## src/clock_gate_pkg.sv

```systemverilog
package clock_gate_pkg;

	// Network shape
	localparam int SRC_COUNT = 16;
	localparam int QUAD_COUNT = 4;
	localparam int QUAD_CLOCKS = 16;
	localparam int SELECTOR_COUNT = 2;
	localparam int SELECTOR_INPUTS = 2;
	localparam int POOL_W = $clog2(SRC_COUNT + 1);
	localparam int ROUTE_W = $clog2(SRC_COUNT + SELECTOR_COUNT);

	// Values after reset, and synchronizer depth
	localparam logic RESET_LEVEL = 1'b0;
	localparam logic RESET_PICK = 1'b0;
	localparam int SYNC_STAGES = 2;

	typedef enum logic [1:0] {
		MODE_GLITCHLESS_LOW = 2'h0,
		MODE_GLITCHLESS_HIGH = 2'h1,
		MODE_PLAIN_MUX = 2'h2
	} selector_mode_type;

	localparam selector_mode_type DEFAULT_MODE = MODE_GLITCHLESS_LOW;

	typedef enum logic [2:0] {
		SEL_RUN = 3'h1,
		SEL_DRAIN = 3'h2,
		SEL_HANDOVER = 3'h4
	} selector_state_type;

	// One selector's settings from fabric and configuration
	typedef struct packed {
		logic [POOL_W-1:0] srcA;
		logic [POOL_W-1:0] srcB;
		logic pick;
		selector_mode_type mode;
	} selector_cfg_type;

endpackage

```

## src/quadrant_clock_gate_and_select.sv

```systemverilog
// Functional notes
// - Disabled gate holds output static, no toggling.
// - Gate switches only at low level.
// - One gate per middle switch output.
// - Four quadrants, sixteen clocks each.
// - Each selector picks one of two clocks.
// - Glitchless handover when select changes, except in plain mux mode.
// - Plain mux passes clock even if stopped.
// - Mode per selector, glitchless-low by default.
// - Two selectors feeding the central switch.
`timescale 1ns/1ps
`default_nettype none

module quadrant_clock_gate_and_select #(
	parameter int SRC_COUNT = clock_gate_pkg::SRC_COUNT,
	parameter int QUAD_COUNT = clock_gate_pkg::QUAD_COUNT,
	parameter int QUAD_CLOCKS = clock_gate_pkg::QUAD_CLOCKS
) (
	// System
	input wire logic sys_clk,
	input wire logic rst_b,
	// Middle clock switch outputs and fabric clock entry
	input wire logic [SRC_COUNT-1:0] midClk,
	input wire logic fabricClockEntry,
	// Fabric control
	input wire logic [SRC_COUNT-1:0] gateEnable,
	input wire clock_gate_pkg::selector_cfg_type [clock_gate_pkg::SELECTOR_COUNT-1:0] selCfg,
	input wire logic [QUAD_COUNT-1:0][QUAD_CLOCKS-1:0][clock_gate_pkg::ROUTE_W-1:0] quadRoute,
	// Clock networks
	output logic [SRC_COUNT-1:0] gatedClk,
	output logic [clock_gate_pkg::SELECTOR_COUNT-1:0] selectorClk,
	output logic [QUAD_COUNT-1:0][QUAD_CLOCKS-1:0] quadClk
);

	// Pool: middle switch outputs first, fabric clock entry last
	localparam int POOL_N = SRC_COUNT + 1;
	// Central inputs: gated sources first, then the selectors
	localparam int CENTER_N = SRC_COUNT + clock_gate_pkg::SELECTOR_COUNT;

	// Every clock here is a waveform sampled by sys_clk, so each stage adds
	// whole cycles of latency; sources must stay well below half the system rate
	// or their phases are lost before any gate or selector sees them.

	// Pins arrive asynchronously; second stage is the only reader of the first
	logic [POOL_N-1:0] poolIn;
	logic [POOL_N-1:0] selPool;
	logic [SRC_COUNT-1:0] midSync;

	assign poolIn = {fabricClockEntry, midClk};

	for (genvar p = 0; p < POOL_N; p++) begin : g_sync
		logic meta_reg, meta_next;
		logic held_reg, held_next;

		always_comb begin
			meta_next = poolIn[p];
			held_next = meta_reg;
		end

		always_ff @(posedge sys_clk or negedge rst_b) begin
			if (!rst_b) begin
				meta_reg <= 1'b0;
				held_reg <= 1'b0;
			end else begin
				meta_reg <= meta_next;
				held_reg <= held_next;
			end
		end

		assign selPool[p] = held_reg;
	end

	assign midSync = selPool[SRC_COUNT-1:0];

	// Quadrant gates, one per source path ahead of the central switch
	logic [SRC_COUNT-1:0] gated;

	for (genvar i = 0; i < SRC_COUNT; i++) begin : g_gate
		logic on_reg, on_next;
		logic out_reg, out_next;

		always_comb begin
			// Enable only moves while the source is low: no runt either way
			on_next = midSync[i] ? on_reg : gateEnable[i];
			out_next = midSync[i] & on_next;
		end

		always_ff @(posedge sys_clk or negedge rst_b) begin
			if (!rst_b) begin
				on_reg <= 1'b0;
				out_reg <= clock_gate_pkg::RESET_LEVEL;
			end else begin
				on_reg <= on_next;
				out_reg <= out_next;
			end
		end

		assign gated[i] = out_reg;
	end

	// A disable never cuts a high phase short, at the cost of one phase of delay
	assign gatedClk = gated;

	// Dynamic clock selectors
	logic [clock_gate_pkg::SELECTOR_COUNT-1:0] selOut;

	for (genvar s = 0; s < clock_gate_pkg::SELECTOR_COUNT; s++) begin : g_sel
		clock_gate_pkg::selector_state_type state_reg, state_next;
		logic curPick_reg, curPick_next;
		logic out_reg, out_next;
		logic inA;
		logic inB;
		logic curClk;
		logic newClk;
		logic idleLevel;
		clock_gate_pkg::selector_cfg_type cfg;

		assign cfg = selCfg[s];
		// Out-of-range index reads as a stopped clock
		assign inA = (int'(cfg.srcA) < POOL_N) ? selPool[cfg.srcA] : 1'b0;
		assign inB = (int'(cfg.srcB) < POOL_N) ? selPool[cfg.srcB] : 1'b0;
		assign curClk = curPick_reg ? inB : inA;
		assign newClk = cfg.pick ? inB : inA;
		assign idleLevel = (cfg.mode == clock_gate_pkg::MODE_GLITCHLESS_HIGH);

		always_comb begin
			state_next = state_reg;
			curPick_next = curPick_reg;
			out_next = out_reg;
			if (cfg.mode == clock_gate_pkg::MODE_PLAIN_MUX) begin
				// No handshake, so stopped inputs cannot stall the switch
				curPick_next = cfg.pick;
				out_next = newClk;
				state_next = clock_gate_pkg::SEL_RUN;
			end else begin
				unique case (state_reg)
					clock_gate_pkg::SEL_RUN: begin
						out_next = curClk;
						if (cfg.pick != curPick_reg) begin
							state_next = clock_gate_pkg::SEL_DRAIN;
						end
					end
					clock_gate_pkg::SEL_DRAIN: begin
						// Old clock runs out its phase, then output parks
						if (curClk == idleLevel) begin
							out_next = idleLevel;
							state_next = clock_gate_pkg::SEL_HANDOVER;
						end else begin
							out_next = curClk;
						end
					end
					clock_gate_pkg::SEL_HANDOVER: begin
						// A new clock stopped away from the idle level waits here forever
						out_next = idleLevel;
						if (newClk == idleLevel) begin
							curPick_next = cfg.pick;
							state_next = clock_gate_pkg::SEL_RUN;
						end
					end
					default: begin
						// Illegal one-hot code: park the output and restart
						out_next = idleLevel;
						state_next = clock_gate_pkg::SEL_RUN;
					end
				endcase
			end
		end

		always_ff @(posedge sys_clk or negedge rst_b) begin
			if (!rst_b) begin
				state_reg <= clock_gate_pkg::SEL_RUN;
				curPick_reg <= clock_gate_pkg::RESET_PICK;
				out_reg <= clock_gate_pkg::RESET_LEVEL;
			end else begin
				state_reg <= state_next;
				curPick_reg <= curPick_next;
				out_reg <= out_next;
			end
		end

		assign selOut[s] = out_reg;
	end

	assign selectorClk = selOut;

	// Central switch: each quadrant slot picks a gated source or a selector
	logic [CENTER_N-1:0] centerIn;

	assign centerIn = {selOut, gated};

	for (genvar q = 0; q < QUAD_COUNT; q++) begin : g_quad
		for (genvar c = 0; c < QUAD_CLOCKS; c++) begin : g_slot
			logic slot_reg, slot_next;

			always_comb begin
				// Unrouted slots stay parked low rather than pick a stray input
				if (int'(quadRoute[q][c]) < CENTER_N) begin
					slot_next = centerIn[quadRoute[q][c]];
				end else begin
					slot_next = 1'b0;
				end
			end

			always_ff @(posedge sys_clk or negedge rst_b) begin
				if (!rst_b) begin
					slot_reg <= clock_gate_pkg::RESET_LEVEL;
				end else begin
					slot_reg <= slot_next;
				end
			end

			// Route changes take effect at once; a switch here may cut a phase
			assign quadClk[q][c] = slot_reg;
		end
	end

endmodule

`default_nettype wire

```

## config.mk

```make
export PLATFORM = sky130hd
export DESIGN_NAME = quadrant_clock_gate_and_select
export DESIGN_NICKNAME = d
export VERILOG_FILES = /design/src/clock_gate_pkg.sv /design/src/quadrant_clock_gate_and_select.sv
export SDC_FILE = /design/constraint.sdc
export NUM_CORES = 1
export LEC_CHECK = 0
export BUFFER_PORTS_ARGS = -buffer_cell sky130_fd_sc_hd__buf_4
export CAP_MARGIN = 10
export CORE_AREA = 3 3 200 202
export CTS_CLUSTER_SIZE = 28
export DETAILED_ROUTE_END_ITERATION = 12
export DIE_AREA = 0 0 203 205
export SYNTH_ARGS = -nofsm -noshare
export SYNTH_HDL_FRONTEND = slang
export SYNTH_SLANG_ARGS = --single-unit
```

## constraint.sdc

```tcl
create_clock -name sys_clk -period 4.9 [get_ports sys_clk]
set_clock_uncertainty 0.1 [all_clocks]
set_input_delay 0.245 -clock sys_clk [delete_from_list [all_inputs] [get_ports sys_clk]]
set_output_delay 0.245 -clock sys_clk [all_outputs]
set_load 0.03 [all_outputs]
```

==> results.md <==
* Synth Register Bits at between 100 and 150
* Post-synth top cells: mux4_2 (333), clkbuf_1 (183), dfrtp_1 (138)
* Max reg flops at 64
* Vias in the first global route at 13300
* Hold wc startpoint: selCfg[13]
* Mapped Nets at approximately 1500
* CTS H-tree lvls at 4
* Crit path required time at ~5200 ps
* Pre-antenna DRT Iters at 5
* Die H at roughly 200 um
* R2r setup slk at between 2000 and 2500 ps
* Initial Utilization at 0.397
* Final HPWL DP at about 36 mm
* Post-Syn Area at between 15000 and 20000 um2
* Pwr Total at between 5000 and 6000 uW
* Post-synthesis sequential area ratio at 0.230
* Setup TNS at 0 ps
* Hold Path Sink: g_sel[1].out_reg
* Slew @ Worst Pin at around 900 ps
* Final global-route overflow total at 0
* Clock Tree Buf Depth at 2
* FF-to-FF End: g_sel[0].state_reg[0]
* Synth top area share at 0.492
* Hold Vio Cnt, Final at 0
* Post-route DRC violation count at 0
* Critical Path AT at ~3200 ps
* Via count at approximately 12000
* Clock buffer count from CTS at 17
* Total Wirelength at approximately 56 mm
* CTS Root Cell: clkbuf_16
* Placed Instances at around 1800
* Total die area at 41600 um2
* Crit path capture type: register
* Relative slew slack at 0.391
* Post-Syn Area per Cell at 14.0 um2
* Reg clk slew, reported paths at roughly 70 ps
* Fraction of registers with async set/reset at 1.00
* Syn Inst Count at between 1000 and 1500
* Peak supply drop at about 0.25 mV
* Slew Viols, Final at 0
* Die X at a little over 200 um
* Synth area leader: mux4_2
* Max Cap Viol at 0
* Critical Path Source Type: register
* Core ar. at 38500 um2
* Critical path fanouts, max at 6
* Hold slack at approximately 70 ps
* Ranking of synthesized cells by area: mux4_2 (49%), dfrtp_1 (23%), mux2_2 (6.0%), mux2i_1 (4.9%), clkbuf_1 (4.5%)
* Initial antenna violation count at 2
* Share of cells above drive strength 1 at 0.667
* Worst Hold Class: in2reg
* Path depth of the worst reg2reg path at 8
* Area growth from synthesis to layout at 30.1%
* Resized Gates After CTS at 0
* Synth warnings at 0
* First-pass GRT wire length at between 80 and 90 mm
* Number of DRC markers in iteration 0 at a little over 1000
* Total track usage at 0.266
* Routed Antenna Nets at 0
* Core Util, Final at 0.516
* Drt via density at between 6 and 7
* Worst skew pair latency at between 400 and 500 ps
* Synth Flop Type: dfrtp_1
* # nets final at approximately 1800
* Final setup viols at 0
* Pwr Density at 260 nW/um2
* Number of top-level pins at approximately 460
* Clk sinks at 140
* Tcrit/Tclk final at 0.586
* IO buf count at around 460
* Wire length per cell at between 20 and 30 um
* RSZ-0062 raised after global routing: no
* RR Startpoint: g_sync[13].held_reg
* Final GP Congestion at approximately 0.83
* CP Class: reg2reg
* Cell Count, Final, Fillers Out at a little under 2000
* Std cell rows at 72
* Fillers at 3236
* Leak at a little over 0.008 uW
* Minimum clock period after layout at between 2000 and 3000 ps
* Number of synthesized flops with an enable pin at 0
* Pin count of the biggest net entering global routing at between 60 and 70
* Peak Freq at roughly 0.35 GHz
* WHS Path Cells at 3
* Status: finished, final reports clean
* Most frequent cell after synthesis: mux4_2
* CTS tree: built
* Yosys cell types at between 50 and 60
-- area by class of cell --
| cell class | count | area [um2] | share of cell area |
|---|---|---|---|
| Antenna cell | 1 | 2.50 | 0.000126 |
| Clock buffer | 18 | 439 | 0.0221 |
| Clock inverter | 14 | 191 | 0.00964 |
| Inverter | 4 | 15.0 | 0.000756 |
| Multi-Input combinational cell | 668 | 10400 | 0.523 |
| Sequential cell | 140 | 3530 | 0.178 |
| Tap cell | 518 | 648 | 0.0327 |
| Timing Repair Buffer | 585 | 4650 | 0.234 |
-- power by group --
group | internal (uW) | switching (uW) | total, uW
combinational | 1160 | 1020 | 2180
sequential | 1290 | 238 | 1530
clock | 799 | 648 | 1450
total | 3250 | 1900 | 5150
-- placed cells by master (no fill, tap or decap), types with 8 or more instances in the layout --
master and instances:
clkbuf_16 17, buf_4 481, nor3b_1 9, and2_1 17, dfrtp_2 18, inv_8 8, nor4_1 64, dfrtp_1 120
mux4_2 333, mux2_2 81, mux2i_1 74, dlygate4sd3_1 103
-- cells by family (layout without fill, tap and decap cells) --
family	count (synthesis)	after routing	share of synthesized area
other cells	0	1	0
mux	491	491	0.603
compound gates	34	34	0.0160
flops	140	140	0.230
simple gates	136	136	0.0565
buf+inv	280	621	0.0901
xor+xnor	7	7	0.00402
-- worst max path at each step --
| stage | to | start | slack [ps] | cells after the start |
|---|---|---|---|---|
| 2_1_floorplan | g_sel[1].curPick_reg | g_sync[6].held_reg | 2620 | 7 |
| 3_3_place_gp | g_quad[0].g_slot[10].slot_reg | g_gate[4].out_reg | 2340 | 4 |
| 3_5_place_dp | g_quad[1].g_slot[0].slot_reg | g_gate[4].out_reg | 2320 | 4 |
| 4_1_cts | g_sel[0].state_reg[0] | g_sync[13].held_reg | 2040 | 8 |
| 5_1_grt | g_sel[0].state_reg[0] | g_sync[13].held_reg | 1830 | 8 |
| 6_report | g_sel[0].state_reg[0] | g_sync[13].held_reg | 2030 | 8 |
-- per-stage QoR --
| step | setup WS (ps) | area (um2) |
|---|---|---|
| floorplan | 2620 | 15300 |
| global placement | 2340 | 18200 |
| detailed placement | 2320 | 18200 |
| CTS | 2040 | 19800 |
| global route | 1830 | 19800 |
| finish | 2030 | 19900 |
-- per-layer routing --
layer | part of all wire | track usage | wire [um]
met1 | 0.37 | 0.349 | 20900
met2 | 0.49 | 0.429 | 27700
met3 | 0.11 | 0.0758 | 6040
met4 | 0.028 | 0.0841 | 1560
met5 | 0.00023 | 0 | 13
-- critical path, cell delays in order, from the launching register on --
cell and delay, ps:
dfrtp_1 430, mux4_1 560, mux2i_1 160, nor3b_1 90, nor4_2 420, nor2_1 180, xnor2_1 160, a31oi_1 160
dlygate4sd3_1 570
-- what timing repair did --
action | CTS | global route
buffers inserted | 0 | 0
endpoints found under the hold margin | 163 | 0
hold buffers | 103 | 0
No activity file was read; power rests on OpenSTA's default activity.
